<file path="src/inc/qslr_pkg.sv">
`default_nettype none
package qslr_pkg;
    // register selection within one channel (word index)
    localparam logic [1:0] REG_RX_CS   = 2'h0;
    localparam logic [1:0] REG_RX_BUF  = 2'h1;
    localparam logic [1:0] REG_TX_CS   = 2'h2;
    localparam logic [1:0] REG_TX_BUF  = 2'h3;
    // field positions
    localparam int         DONE_BIT    = 7;
    localparam int         IE_BIT      = 6;
    localparam int         ADV_BIT     = 0;
    localparam int         BRK_BIT     = 0;
    localparam int         ERR_BIT     = 15;
    localparam int         OVR_BIT     = 14;
    localparam int         FRM_BIT     = 13;
    localparam int         PAR_BIT     = 12;
    // values after reset; all but the vector also after bus initialise
    localparam logic       RST_RX_DONE = 1'b0;
    localparam logic       RST_TX_RDY  = 1'b1;
    localparam logic       RST_IE      = 1'b0;
    localparam logic [7:0] RST_VECTOR  = 8'h00;
    // vector spacing between functions
    localparam logic [7:0] VEC_STEP    = 8'h04;
    localparam int         NUM_CH      = 4;

    // one register access from the processor side
    typedef struct packed {
        logic        rd;
        logic        wr;
        logic [1:0]  chan;
        logic [1:0]  sel;
        logic [15:0] wdata;
    } qslr_bus_t;

    // one character handed up by a receiver
    typedef struct packed {
        logic       done;
        logic [7:0] data;
        logic       frm_err;
        logic       par_err;
    } qslr_rx_t;
endpackage : qslr_pkg
`default_nettype wire

</file>
<file path="src/logic/qslr_core.sv">
`timescale 1ns/1ps
`default_nettype none
module qslr_core #(
    parameter logic [7:0] BASE_VECTOR = 8'h00
) (
    input  wire logic                   clk,
    input  wire logic                   sys_rst,
    input  wire logic                   bus_init,
    input  wire qslr_pkg::qslr_bus_t    bus_req,
    output logic [15:0]                 bus_rdata,
    output logic                        bus_rvalid,
    output logic                        irq_req,
    input  wire logic                   ack_in,
    output logic                        ack_out,
    output logic [7:0]                  vec_data,
    output logic                        vec_valid,
    input  wire qslr_pkg::qslr_rx_t [3:0] rx_evt,
    input  wire logic [3:0]             cfg_seven_bit,
    input  wire logic [3:0]             cfg_parity_en,
    output logic [3:0]                  rdr_advance,
    output logic [3:0]                  tx_load,
    output logic [7:0]                  tx_data,
    input  wire logic [3:0]             tx_taken,
    output logic [3:0]                  tx_break
);
    // flag storage, one bit per channel
    logic [3:0] rx_done_q;
    logic [3:0] rx_done_d;
    logic [3:0] rx_ie_q;
    logic [3:0] rx_ie_d;
    logic [3:0] tx_rdy_q;
    logic [3:0] tx_rdy_d;
    logic [3:0] tx_ie_q;
    logic [3:0] tx_ie_d;
    logic [3:0] tx_brk_q;
    logic [3:0] tx_brk_d;
    logic [3:0] ovr_q;
    logic [3:0] frm_q;
    logic [3:0] par_q;
    logic [7:0] rx_data_q [4];
    logic [7:0] tx_data_q;
    logic [3:0] tx_load_q;
    logic [3:0] adv_q;
    logic [15:0] rdata_q;
    logic        rvalid_q;
    logic [7:0]  vec_q;
    logic        vec_valid_q;
    logic        ack_in_q;

    // decoded strobes per channel
    logic [3:0] chan_hit;
    logic [3:0] wr_rcs;
    logic [3:0] wr_tcs;
    logic [3:0] wr_tbuf;
    logic [3:0] rd_rx_data_buffer;
    logic [3:0] clr_done;
    logic [3:0] rx_set;
    logic [7:0] req_vec;
    logic       any_req;
    logic [2:0] win_idx;
    logic       grant_edge;
    logic [15:0] rd_mux;

    // fixed ranking: lowest index wins, receivers occupy 0..3
    function automatic logic [2:0] prio_pick(input logic [7:0] r);
        logic [2:0] idx;
        idx = 3'h0;
        for (int i = 7; i >= 0; i--) begin
            if (r[i]) begin
                idx = 3'(i);
            end
        end
        return idx;
    endfunction : prio_pick

    // channel decode of the bus access
    assign chan_hit = 4'h1 << bus_req.chan;
    assign wr_rcs   = (bus_req.wr && bus_req.sel == qslr_pkg::REG_RX_CS)
                      ? chan_hit : 4'h0;
    assign wr_tcs   = (bus_req.wr && bus_req.sel == qslr_pkg::REG_TX_CS)
                      ? chan_hit : 4'h0;
    assign wr_tbuf  = (bus_req.wr && bus_req.sel == qslr_pkg::REG_TX_BUF)
                      ? chan_hit : 4'h0;
    assign rd_rx_data_buffer  = (bus_req.rd && bus_req.sel == qslr_pkg::REG_RX_BUF)
                      ? chan_hit : 4'h0;

    // done clears on buffer read, advance write, or init
    assign clr_done = rd_rx_data_buffer
                    | (wr_rcs & {4{bus_req.wdata[qslr_pkg::ADV_BIT]}});
    assign rx_set   = {rx_evt[3].done, rx_evt[2].done,
                       rx_evt[1].done, rx_evt[0].done};

    // arrival sets done and wins over any clear, init too
    assign rx_done_d = rx_set | (bus_init ? {4{qslr_pkg::RST_RX_DONE}}
                                          : (rx_done_q & ~clr_done));
    assign rx_ie_d   = bus_init ? {4{qslr_pkg::RST_IE}}
                     : ((rx_ie_q & ~wr_rcs)
                       | (wr_rcs & {4{bus_req.wdata[qslr_pkg::IE_BIT]}}));
    // ready falls on a buffer write, rises when the serialiser takes it
    assign tx_rdy_d  = bus_init ? {4{qslr_pkg::RST_TX_RDY}}
                     : (tx_taken | (tx_rdy_q & ~wr_tbuf));
    assign tx_ie_d   = bus_init ? {4{qslr_pkg::RST_IE}}
                     : ((tx_ie_q & ~wr_tcs)
                       | (wr_tcs & {4{bus_req.wdata[qslr_pkg::IE_BIT]}}));
    assign tx_brk_d  = bus_init ? 4'h0
                     : ((tx_brk_q & ~wr_tcs)
                       | (wr_tcs & {4{bus_req.wdata[qslr_pkg::BRK_BIT]}}));

    // control flags
    always_ff @(posedge clk) begin
        if (sys_rst) begin
            rx_done_q <= {4{qslr_pkg::RST_RX_DONE}};
            rx_ie_q   <= {4{qslr_pkg::RST_IE}};
            tx_rdy_q  <= {4{qslr_pkg::RST_TX_RDY}};
            tx_ie_q   <= {4{qslr_pkg::RST_IE}};
            tx_brk_q  <= 4'h0;
        end else begin
            rx_done_q <= rx_done_d;
            rx_ie_q   <= rx_ie_d;
            tx_rdy_q  <= tx_rdy_d;
            tx_ie_q   <= tx_ie_d;
            tx_brk_q  <= tx_brk_d;
        end
    end

    // character and error capture, per channel
    for (genvar c = 0; c < qslr_pkg::NUM_CH; c++) begin : g_rx
        always_ff @(posedge clk) begin
            if (sys_rst) begin
                rx_data_q[c] <= 8'h00;
                ovr_q[c]     <= 1'b0;
                frm_q[c]     <= 1'b0;
                par_q[c]     <= 1'b0;
            end else if (rx_evt[c].done) begin
                rx_data_q[c] <= {rx_evt[c].data[7] & ~cfg_seven_bit[c],
                                 rx_evt[c].data[6:0]};
                // the serialiser's holding stage gives one character time
                ovr_q[c]     <= rx_done_q[c] & ~clr_done[c];
                frm_q[c]     <= rx_evt[c].frm_err;
                par_q[c]     <= rx_evt[c].par_err & cfg_parity_en[c];
            end else if (bus_init) begin
                ovr_q[c]     <= 1'b0;
                frm_q[c]     <= 1'b0;
            end
        end
    end

    // read data selection, unused bits zero
    always_comb begin
        rd_mux = 16'h0000;
        case (bus_req.sel)
            qslr_pkg::REG_RX_CS: begin
                rd_mux[qslr_pkg::DONE_BIT] = rx_done_q[bus_req.chan];
                rd_mux[qslr_pkg::IE_BIT]   = rx_ie_q[bus_req.chan];
            end
            qslr_pkg::REG_RX_BUF: begin
                rd_mux[7:0]               = rx_data_q[bus_req.chan];
                rd_mux[qslr_pkg::OVR_BIT] = ovr_q[bus_req.chan];
                rd_mux[qslr_pkg::FRM_BIT] = frm_q[bus_req.chan];
                rd_mux[qslr_pkg::PAR_BIT] = par_q[bus_req.chan];
                rd_mux[qslr_pkg::ERR_BIT] = ovr_q[bus_req.chan]
                                          | frm_q[bus_req.chan]
                                          | par_q[bus_req.chan];
            end
            qslr_pkg::REG_TX_CS: begin
                rd_mux[qslr_pkg::DONE_BIT] = tx_rdy_q[bus_req.chan];
                rd_mux[qslr_pkg::IE_BIT]   = tx_ie_q[bus_req.chan];
                rd_mux[qslr_pkg::BRK_BIT]  = tx_brk_q[bus_req.chan];
            end
            default: begin
                rd_mux = 16'h0000;
            end
        endcase
    end

    // registered read answer, transmit load and advance pulses
    always_ff @(posedge clk) begin
        if (sys_rst) begin
            rdata_q   <= 16'h0000;
            rvalid_q  <= 1'b0;
            tx_data_q <= 8'h00;
            tx_load_q <= 4'h0;
            adv_q     <= 4'h0;
        end else begin
            rvalid_q  <= bus_req.rd;
            if (bus_req.rd) begin
                rdata_q <= rd_mux;
            end
            if (bus_req.wr && bus_req.sel == qslr_pkg::REG_TX_BUF) begin
                tx_data_q <= bus_req.wdata[7:0];
            end
            tx_load_q <= wr_tbuf;
            adv_q     <= wr_rcs & {4{bus_req.wdata[qslr_pkg::ADV_BIT]}};
        end
    end

    // request vector: receivers then transmitters
    assign req_vec    = {tx_ie_q & tx_rdy_q, rx_ie_q & rx_done_q};
    assign any_req    = |req_vec;
    assign win_idx    = prio_pick(req_vec);
    assign grant_edge = ack_in && !ack_in_q;

    // vector answer on acknowledge
    always_ff @(posedge clk) begin
        if (sys_rst) begin
            ack_in_q    <= 1'b0;
            vec_q       <= qslr_pkg::RST_VECTOR;
            vec_valid_q <= 1'b0;
        end else begin
            ack_in_q    <= ack_in;
            vec_valid_q <= grant_edge && any_req;
            if (grant_edge && any_req) begin
                vec_q <= BASE_VECTOR + 8'(win_idx) * qslr_pkg::VEC_STEP;
            end
        end
    end

    // grant is passed down the chain only when nothing here pends
    assign ack_out     = ack_in && !any_req;
    assign irq_req     = any_req;
    assign bus_rdata   = rdata_q;
    assign bus_rvalid  = rvalid_q;
    assign vec_data    = vec_q;
    assign vec_valid   = vec_valid_q;
    assign tx_load     = tx_load_q;
    assign tx_data     = tx_data_q;
    assign rdr_advance = adv_q;
    assign tx_break    = tx_brk_q;
endmodule : qslr_core
`default_nettype wire

</file>
<file path="config.mk">
export PLATFORM = sky130hd
export DESIGN_NAME = qslr_core
export DESIGN_NICKNAME = d
export VERILOG_FILES = /design/src/inc/qslr_pkg.sv /design/src/logic/qslr_core.sv
export SDC_FILE = /design/constraint.sdc
export NUM_CORES = 1
export LEC_CHECK = 0
export BUFFER_PORTS_ARGS = -buffer_cell sky130_fd_sc_hd__buf_2
export CAP_MARGIN = 20
export CORE_AREA = 2 2 99 91
export CTS_BUF_LIST = sky130_fd_sc_hd__clkbuf_8
export CTS_CLUSTER_DIAMETER = 30
export DETAILED_ROUTE_END_ITERATION = 12
export DIE_AREA = 0 0 101 93
export HOLD_SLACK_MARGIN = 0.12
export PLACE_DENSITY = 0.81
export SYNTH_ARGS = -nofsm -noshare
export SYNTH_HDL_FRONTEND = slang
export SYNTH_SLANG_ARGS = --single-unit
</file>
<file path="constraint.sdc">
create_clock -name clk -period 1.7 [get_ports clk]
set_input_delay 0 -clock clk [delete_from_list [all_inputs] [get_ports clk]]
set_output_delay 0 -clock clk [all_outputs]
set_load 0.05 [all_outputs]
</file>
* After elaboration in Yosys (flattened, before gate mapping)
Memories as Yosys holds them, arrays and structs flattened.
Index checks and enable logic that the tools add are counted.
** Word-level totals
- Input bits :: 82
- Bits in registers :: 66
- Output and inout bits :: 48
- Memories kept :: 1
- Bits in writable memories :: 32
- Word-level logic and storage cells :: 154
** Memory list
- rx_data_q :: depth 4, bits a word 8, rd ports 1, clocked after memory_dff 0, wr ports 4, RTL line qslr_core.sv:40 : logic [7:0] rx_data_q [4];
** Cells by class
- Multiplexer cells :: 60
- Reductions and logical operators :: 16
- Bitwise operators :: 47
- Order comparisons :: 1
- Equal/unequal tests :: 3
- Shifts and indexed selects :: 1
** Operator list (count)
- $and A4 B4 Y4 :: 11
- $mux W8 :: 4
- $mux W1 :: 31
- $mux W3 :: 8
- $mux W4 :: 6
- $or A4 B4 Y4 :: 6
- $bmux W1 S2 :: 8
- $not A4 Y4 :: 4
- $and A1 B1 Y1 :: 12
- $not A1 Y1 :: 8
- $reduce_bool A2 Y1 :: 4
- $reduce_or A8 Y1 :: 1
- $logic_and A1 B1 Y1 :: 7
- $or A1 B1 Y1 :: 6
- $pmux W2 S3 :: 1
- $mux W5 :: 1
- $eq A2 B2 Y1 const B :: 2
- $shl A1 B2 Y4 const A :: 1
- $lt A2 B3 Y1 const B :: 1
- $eq A2 B1 Y1 const B :: 1
- $logic_not A1 Y1 :: 2
- $logic_not A2 Y1 :: 1
- $pmux W1 S2 :: 1
- $reduce_or A2 Y1 :: 1

* Logic depth before layout (Yosys ltp)
Gate-level depths: netlist of the first run.
- Depth after elaboration :: 9
- Depth in mapped cells :: 7
- Gate-level depth less buffers :: 6

* Worst setup path before layout of the first run
OpenSTA, ideal clock, no wires.
- Path kind :: register to register
- Start :: register (tool-made name)
- End :: register rdata_q[0], in the netlist bus_rdata[0]
- Buffers on the path :: 0
- Setup time :: 118 ps
- Data required time :: 1582 ps
- Cell stages (with the launch flop) :: 5
- Data arrival time :: 1329 ps
- Period minus slack after synthesis :: 1447 ps
- Path slack :: 253 ps
- Path through :: dfxtp_1 -> mux4_2 -> a22o_1 -> nand3_1 -> a21oi_1
** RTL lines
- to (signal assigned) :: RTL line qslr_core.sv:187 : rdata_q <= rd_mux;
- to (decl) :: RTL line qslr_core.sv:44 : logic [15:0] rdata_q;

* Worst setup path in the final report of the first run
- Start :: register rx_done_q[2]
- End :: output port ack_out
** Between the ends
- Cells in the longest elaborated chain, start to end :: 4
** Ends and longest elaborated chain
- from (decl) :: RTL line qslr_core.sv:27 : logic [3:0] rx_done_q;
- from (signal assigned) :: RTL line qslr_core.sv:112 : rx_done_q <= {4{qslr_pkg::RST_RX_DONE}};
- from (signal assigned) :: RTL line qslr_core.sv:118 : rx_done_q <= rx_done_d;
- $and A4 B4 Y4 :: RTL line qslr_core.sv:198 : assign req_vec = {tx_ie_q & tx_rdy_q, rx_ie_q & rx_done_q};
- $reduce_or A8 Y1 :: RTL line qslr_core.sv:199 : assign any_req = |req_vec;
- $logic_not A1 Y1 :: RTL line qslr_core.sv:219 : assign ack_out = ack_in && !any_req;
- $logic_and A1 B1 Y1 :: RTL line qslr_core.sv:219
- to (decl) :: RTL line qslr_core.sv:14 : output logic ack_out,
Every way passes these cells.

==> results of run 1 <==
[through the flow]
stage | hold slack [ps] | instance area [um^2]
after floorplan | 94.4 | 4450
after global placement | 192 | 4960
after detailed placement | 198 | 4960
after CTS | 128 | 5950
after global routing | 169 | 5970
final | 146 | 5980
[synthesized netlist by cell type, types with 6 or more instances]
cell and number:
mux2i_1 14, o21ai_0 7, a21oi_1 27, nand3_1 10, nand2_1 35, mux4_1 13
nor3_1 6, clkbuf_1 10, dfxtp_1 66, edfxtp_1 32, nor2_1 34, and2_1 33
nand2b_1 15, nor3b_1 8, a22o_1 7, buf_4 9, nor2b_1 13
[timing repair]
action | 4_1_cts | 5_1_grt
endpoints found under the setup margin | 1 | 5
pin swaps | 1 | 3
resized for setup | 1 | 8
setup buffers | 1 | 2
hold endpoints to repair | 81 | 0
hold buffers | 79 | 0
[metal layers]
layer  vias to the layer above  GRT usage, %  share of wire [%]
met1                      1772          32.3                 40
met2                       239          43.2                 48
li1                       1773             -                  -
met4                         0          12.4                3.8
met5                         -             0                  0
met3                        47          5.46                8.7
[power groups by stage]
| stage | Sequential [mW] | Clock, mW | Combinational (mW) |
|---|---|---|---|
| after floorplan | 2.65 | 0 | 0.328 |
| after global placement | 2.60 | 0 | 0.516 |
| after detailed placement | 2.61 | 0 | 0.529 |
| after CTS | 2.56 | 1.45 | 0.669 |
| after global routing | 2.57 | 1.55 | 0.741 |
| final | 2.56 | 1.46 | 0.692 |
[layout make-up]
cell class / count / area, um^2 / area share, %
inverter: 3 / 11.3 / 0.188
multi-input combinational: 276 / 1960 / 32.7
clock buffer: 9 / 124 / 2.07
timing repair buffer: 197 / 1410 / 23.6
antenna: 1 / 2.50 / 0.0419
clock inverter: 7 / 65.1 / 1.09
sequential: 98 / 2280 / 38.2
tap: 102 / 128 / 2.14
[final timing paths]
check	startpoint	to	slack, ps	depth (start not counted)
setup reg to reg	rx_done_q[2]	vec_data[2]	60	5
hold / removal	bus_req[18]	rdr_advance[0]	150	2
setup / recovery	rx_done_q[2]	ack_out	40	4
hold reg to reg	tx_data[2]	tx_data[2]	450	2
[cell families after synthesis]
| family | share of synthesized area, % |
|---|---|
| and+or+nand+nor | 21.3 |
| DFF | 51.7 |
| AOI/OAI and AO/OA | 8.19 |
| buffers and inverters | 4.90 |
| muxes | 12.4 |
| adders and majority gates | 1.42 |
| other | 0.0849 |
==> flow_summary.ini, run 1 <==
[worst_setup_path]
path_class = flip-flop to output pin
cp-start-kind = flip-flop
path_cells = a22o_1 -> nor4_4 -> and2_1 -> buf_6
critPathRequiredTime_ps = 1700
slowest_delay_ps = 390
crit_arrival_ps = 1660
critPathMaxFanout = 5
crit_buf_inv = 1
crit_family = simple AND/OR/NAND/NOR gates
slowest_stage = dfxtp_1
worstSetupEndpointType = output pin

[die]
start_util_pct = 52.5
core_um2 = 8410
design.portCount = 130
core.rowCount = 32
die_y_um = 93
die_w_um = 101
dieArea_um2 = 9390

[detailed_routing]
drtIter0Drc = 462
ant_nets = 0
vias = 3831
wire_per_inst_um = 17.2
dr.pass1.iters = 5
drcViolationCount = 0
drt-total-wl_um = 11900
vias_per_cell = 5.53

[yosys]
yosysTopAreaCellShare_pct = 29.9
synth_edf_count = 32
syn_area_um2 = 4420
yosysTopAreaCell = dfxtp_1
ys_async_sr_fraction_pct = 0
synth_seq_cells = 98
synth-warning-count = 0
avgSynthCellArea_um2 = 11.0
ys_types = 42
yosysSeqAreaShare_pct = 51.7
yosys-top-cells-area = dfxtp_1 (30%), edfxtp_1 (22%), mux4_1 (7.7%)
synth_ff_type = dfxtp_1
netlist_instances = 400

[cells_and_area]
finalNetCount = 672
final_common_cell = buf_2
most-common-layout-cells = buf_2 (109), dlygate4sd3_1 (77), dfxtp_1 (66), nand2_1 (35), nor2_1 (34)
area_growth_pct = 35.3
final_cells = 693
fillers = 572
final_layout_size_suffix_gt1_share_pct = 24.6
final_util_pct = 71.1

[sta]
setup_violations = 0
maxSlewHeadroom_pct = 60.3
hold_viol_final = 0
maxSlewViolCount = 0
period_needed_ps = 1660
fmax_mhz = 601
rsz0062_at_grt = yes
setup_tns_ps = 0
period_share_pct = 97.8
fin_worst_skew_ps = 9.75
worst_slack_ps = 36.7
tightest_slew_ps = 595

[power]
finalPower_mw = 4.71
p_sw_mw = 1.20
seqPwrFrac_pct = 54.4
power_frac_comb_pct = 14.7
leakage_nw = 2.64
p_int_mw = 3.51
switching_share_pct = 25.5
power_frac_clock_pct = 30.9
p_per_area_nw_per_um2 = 788
ir_drop_v = 0.000403

[global_route]
grt_pass1_wl_um = 18600
track_usage_pct = 26.0
grt_max_degree = 31
grt_pass1_vias = 3786
grt-ovfl-total = 0
antenna_found_initial = 0

[place]
finalWeightedCongestion = 0.838
placed_cells = 595
dpl_worst_slack_ps = 141
io_buffers = 112
place_hpwl_um = 7130

[run_status]
status = complete, no violations

[run]
cap_violations = 0

[clock_network]
cts-root-buf = clkbuf_8
cts_num_sinks = 98
path_clk_slew_ps = 90
cts_tree = built
cts.path.max_buffers = 2
h-tree-depth = 3
cts_buffers = 9
insertion_delay_ps = 360

[min_path]
hp-class = primary input to flip-flop
(Power assumes the default switching activity.)
==> run 2: changes to the inputs <==
--- a/config.mk
+++ b/config.mk
@@ -5,7 +5,7 @@
 export SDC_FILE = /design/constraint.sdc
 export NUM_CORES = 1
 export LEC_CHECK = 0
-export BUFFER_PORTS_ARGS = -buffer_cell sky130_fd_sc_hd__buf_2
+export BUFFER_PORTS_ARGS = -buffer_cell sky130_fd_sc_hd__buf_4
 export CAP_MARGIN = 20
 export CORE_AREA = 2 2 99 91
 export CTS_BUF_LIST = sky130_fd_sc_hd__clkbuf_8
==> run 2 against run 1 <==
Compared with the run above: the run now ends with setup timing left; non-clock buffer count shrank 1; critical path depth grew 2; largest power group unchanged; largest cell class unchanged; sequential share of layout area shrank 1.7 points.
==> flow_summary.ini, run 2 (synthesized netlist as in run 1, its figures left out) <==
[worst_setup_path]
worstSetupEndpointType = flip-flop
path_class = primary input to flip-flop
crit_arrival_ps = 2040
critPathRequiredTime_ps = 2020
worst-r2r-setup-slack_ps = 140
cp-start-kind = primary input
critPathMaxFanout = 8

[detailed_routing]
wire_per_inst_um = 16.9
vias_per_cell = 5.34
drcViolationCount = 0
drtIter0Drc = 365
vias = 3690
dr.pass1.iters = 5
ant_nets = 0
drt-total-wl_um = 11700

[power]
leakage_nw = 2.67
ir_drop_v = 0.000503
p_per_area_nw_per_um2 = 754

[cells_and_area]
num_antenna_cells = 0
final_common_cell = buf_4
most-common-layout-cells = buf_4 (110), dlygate4sd3_1 (79), dfxtp_1 (61), nand2_1 (35), nor2_1 (34)
final_cell_area_um2 = 6270
final_layout_size_suffix_gt1_share_pct = 25.8
finalNetCount = 671
area_growth_pct = 42.1

[global_route]
track_usage_pct = 25.3
grt_pass1_vias = 3770
grt-ovfl-total = 0
grt_max_degree = 36
antenna_found_initial = 0
grt_pass1_wl_um = 18300

[die]
design.portCount = 130
start_util_pct = 52.5
dieArea_um2 = 9390
die_w_um = 101
core_um2 = 8410
core.rowCount = 32
die_y_um = 93

[run_status]
status = finished with violations
violations = setup timing

[run]
cap_violations = 0

[sta]
period_needed_ps = 1720
fmax_mhz = 580
setup_violations = 1
period_share_pct = 101
tightest_slew_ps = 717
maxSlewViolCount = 0
worst_slack_ps = -22.7
fin_worst_skew_ps = 14.9
rsz0062_at_grt = yes
maxSlewHeadroom_pct = 52.1
hold_viol_final = 0

[clock_network]
cts.path.max_buffers = 2
insertion_delay_ps = 370
cts_tree = built
h-tree-depth = 3
cts-root-buf = clkbuf_8
path_clk_slew_ps = 100
cts_buffers = 9
cts_num_sinks = 98

[place]
dpl_cell_area_um2 = 5220
finalWeightedCongestion = 0.890
io_buffers = 112
dpl_worst_slack_ps = 183
place_hpwl_um = 7170

[min_path]
hp-class = primary input to flip-flop
run 2: changes by cell type in the layout (fill, tap and decap cells not counted), sizes merged:
cell | before | now
dlymetal6s4s | 1 | 0
buf | 118 | 117
dlygate4sd3 | 77 | 79
bufinv | 1 | 0
diode | 1 | 0
run 2: final timing paths:
| check | depth (start not counted) | startpoint | to |
|---|---|---|---|
| setup reg to reg | 6 | rx_done_q[2] | vec_data[3] |
| setup / recovery | 6 | rx_evt[21] | par_q[1] |
| hold / removal | 2 | rx_evt[43] | rx_data_q[3][4] |
| hold reg to reg | 2 | tx_data[6] | tx_data[6] |
run 2: routing by layer:
metal	wire length (um)	up-vias	GRT usage, %
met1	4830	1750	32.3
met3	799	12	4.71
li1	-	1764	-
met2	5920	164	44.4
met5	0	-	0
met4	116	0	6.64
run 2: critical path, stage by stage:
cell	delay [ps]
dlygate4sd3_1	550
buf_6	140
nand3_1	70
dlygate4sd3_1	580
a21oi_2	140
dlygate4sd3_1	560
run 2: through the flow:
| step | power (mW) | std cells | util (%) | setup TNS, ps | hold slack [ps] |
|---|---|---|---|---|---|
| after global routing | 4.88 | 691 | 74.6 | -117 | 229 |
| after global placement | 3.17 | 592 | 62.0 | 0 | 189 |
| after detailed placement | 3.19 | 592 | 62.0 | 0 | 194 |
| final | 4.73 | 691 | 74.6 | -22.7 | 183 |
| after floorplan | 2.98 | 408 | - | 0 | 94.4 |
| after CTS | 4.69 | 692 | 74.1 | 0 | 187 |
run 2: power by group:
group          switching [mW]  internal, mW  total [mW]
logic                   0.370         0.387       0.757
registers              0.0413          2.51        2.56
clock network           0.841         0.576        1.42
total                    1.25          3.48        4.73
run 2: repair_timing:
action / CTS / global route
pin swaps: 2 / 3
gates resized for setup: 1 / 18
hold buffers: 82 / 0
hold endpoints to repair: 91 / 0
setup buffers: 2 / 2
endpoints found under the setup margin: 1 / 12
run 2: final cells by class:
class	instances	area, um^2
flip-flops and latches	98	2290
clock inverters	6	42.5
multi-input cells	276	1960
clock buffers	10	138
inverters	3	11.3
repair buffers	196	1700
fillers	556	2130
well taps	102	128
==> run 3: changes to the inputs <==
--- a/config.mk
+++ b/config.mk
@@ -14,6 +14,7 @@
 export DIE_AREA = 0 0 101 93
 export HOLD_SLACK_MARGIN = 0.12
 export PLACE_DENSITY = 0.81
+export SETUP_SLACK_MARGIN = 0.5
 export SYNTH_ARGS = -nofsm -noshare
 export SYNTH_HDL_FRONTEND = slang
 export SYNTH_SLANG_ARGS = --single-unit
==> constraint.sdc (replaced) <==
create_clock -name clk -period 1.7 [get_ports clk]
set_input_delay 0 -clock clk [delete_from_list [all_inputs] [get_ports clk]]
set_output_delay 0 -clock clk [all_outputs]
set_load 0.01 [all_outputs]
==> run 3 against run 2 <==
Compared with the run above: the run now ends clean; clock power increased by 8%; design area about the same; hold slack got worse by 83 ps; critical path depth decreased by 2; critical path type is now flip-flop to output pin; critical endpoint is now ack_out; cell count unchanged; setup slack improved by 86 ps.
==> flow_summary.ini, run 3 (synthesized netlist as in run 1, its figures left out) <==
[run_status]
status = complete, no violations

[sta]
holdWs_ps = 99.7
fin_worst_skew_ps = 9.74
setup_tns_ps = 0
worst_slack_ps = 63.5
tightest_slew_ps = 734
maxSlewViolCount = 0
maxSlewHeadroom_pct = 50.9
setup_violations = 0
hold_viol_final = 0
period_share_pct = 96.3
rsz0062_at_grt = yes
fmax_mhz = 611
period_needed_ps = 1640

[clock_network]
h-tree-depth = 3
insertion_delay_ps = 360
cts_buffers = 9
cts_tree = built
cts-root-buf = clkbuf_8
cts_num_sinks = 98
cts.path.max_buffers = 2
path_clk_slew_ps = 90

[global_route]
antenna_found_initial = 0
grt_max_degree = 29
grt-ovfl-total = 0
grt_pass1_wl_um = 19400
track_usage_pct = 26.8
grt_pass1_vias = 3923

[worst_setup_path]
path_cells = a22o_1 -> nor4_4 -> and2_1 -> buf_4
critPathMaxFanout = 5
r2r-end = bus_rdata[6]
cp-start-kind = flip-flop
critPathRequiredTime_ps = 1700
r2r_cells = 6
worst-r2r-setup-slack_ps = 130
slowest_stage = nor4_4
crit_arrival_ps = 1640
slowest_delay_ps = 390
path_class = flip-flop to output pin
worstSetupEndpointType = output pin

[place]
dpl_cell_area_um2 = 5220
dpl_worst_slack_ps = 188
io_buffers = 112
place_hpwl_um = 7390
finalWeightedCongestion = 0.840

[detailed_routing]
vias_per_cell = 5.53
drtIter0Drc = 277
wire_per_inst_um = 18.1
drt-total-wl_um = 12500
vias = 3818
dr.pass1.iters = 6
ant_nets = 0
drcViolationCount = 0

[cells_and_area]
fillers = 539
multi_input_area_um2 = 1970
finalNetCount = 670
final_cell_area_um2 = 6280
final_common_cell = buf_4
area_growth_pct = 42.2
regArea_um2 = 2300
most-common-layout-cells = buf_4 (117), dlygate4sd3_1 (74), dfxtp_1 (50), nor2_1 (33)
final_layout_size_suffix_gt1_share_pct = 32.3

[die]
core.rowCount = 32
dieArea_um2 = 9390
design.portCount = 130
start_util_pct = 52.5
die_w_um = 101
die_y_um = 93
core_um2 = 8410

[min_path]
whs_endpoint = rx_done_q[3]
hp-class = primary input to flip-flop
min_from = sys_rst
hold_depth = 3

[run]
cap_violations = 0

[power]
leakage_nw = 2.64
ir_drop_v = 0.000561
finalPower_mw = 4.77
p_per_area_nw_per_um2 = 760
-- run 3: critical path, delay by kind of cell (launching register included) --
kind                   cells  cell delay (ps)
buffers and inverters      1              110
AO/OA/AOI/OAI              1              270
AND/OR/NAND/NOR            2              560
flip-flops                 1              340
-- run 3: per-stage QoR --
| step | utilization [%] | instances |
|---|---|---|
| finish | 74.7 | 691 |
| global route | 74.6 | 690 |
| CTS | 73.7 | 687 |
| detailed placement | 62.1 | 593 |
| global placement | 62.1 | 593 |
| floorplan | - | 408 |
-- run 3: what timing repair did --
action	in CTS	in global routing
buffers inserted	5	2
gates resized for setup	15	26
hold buffers	73	3
pin swaps	10	9
endpoints found under the hold margin	90	2
setup endpoints to repair	14	32
-- run 3: cell type report --
| cell class | count | share of cell area (%) |
|---|---|---|
| diodes | 1 | 0.0399 |
| clock inverters | 7 | 1.20 |
| clock buffers | 9 | 1.97 |
| inverters | 3 | 0.179 |
| well taps | 102 | 2.03 |
| multi-input cells | 276 | 31.4 |
| flip-flops and latches | 98 | 36.7 |
| repair buffers | 195 | 26.5 |
-- run 3: power by group --
group | total (mW) | leakage [nW] | internal, mW | switching [mW]
Combinational | 0.679 | 1.64 | 0.379 | 0.300
Sequential | 2.56 | 0.885 | 2.52 | 0.0463
Clock | 1.53 | 0.107 | 0.698 | 0.832
-- run 3: worst max-delay path by stage --
stage	cells past startpoint	endpoint	from
floorplan	4	vec_data[3]	flip-flop
finish	4	ack_out	flip-flop
global route	4	ack_out	flip-flop
CTS	4	ack_out	flip-flop
detailed placement	5	bus_rdata[7]	bus_req[18]
global placement	5	bus_rdata[7]	bus_req[18]
-- run 3: routing by layer --
| layer | routed length [um] | share of wire, % | track usage, % |
|---|---|---|---|
| met4 | 246 | 2.0 | 9.12 |
| met5 | 0 | 0 | 0 |
| met1 | 4790 | 38 | 33.5 |
| met3 | 1070 | 8.5 | 5.61 |
| met2 | 6380 | 51 | 46.3 |
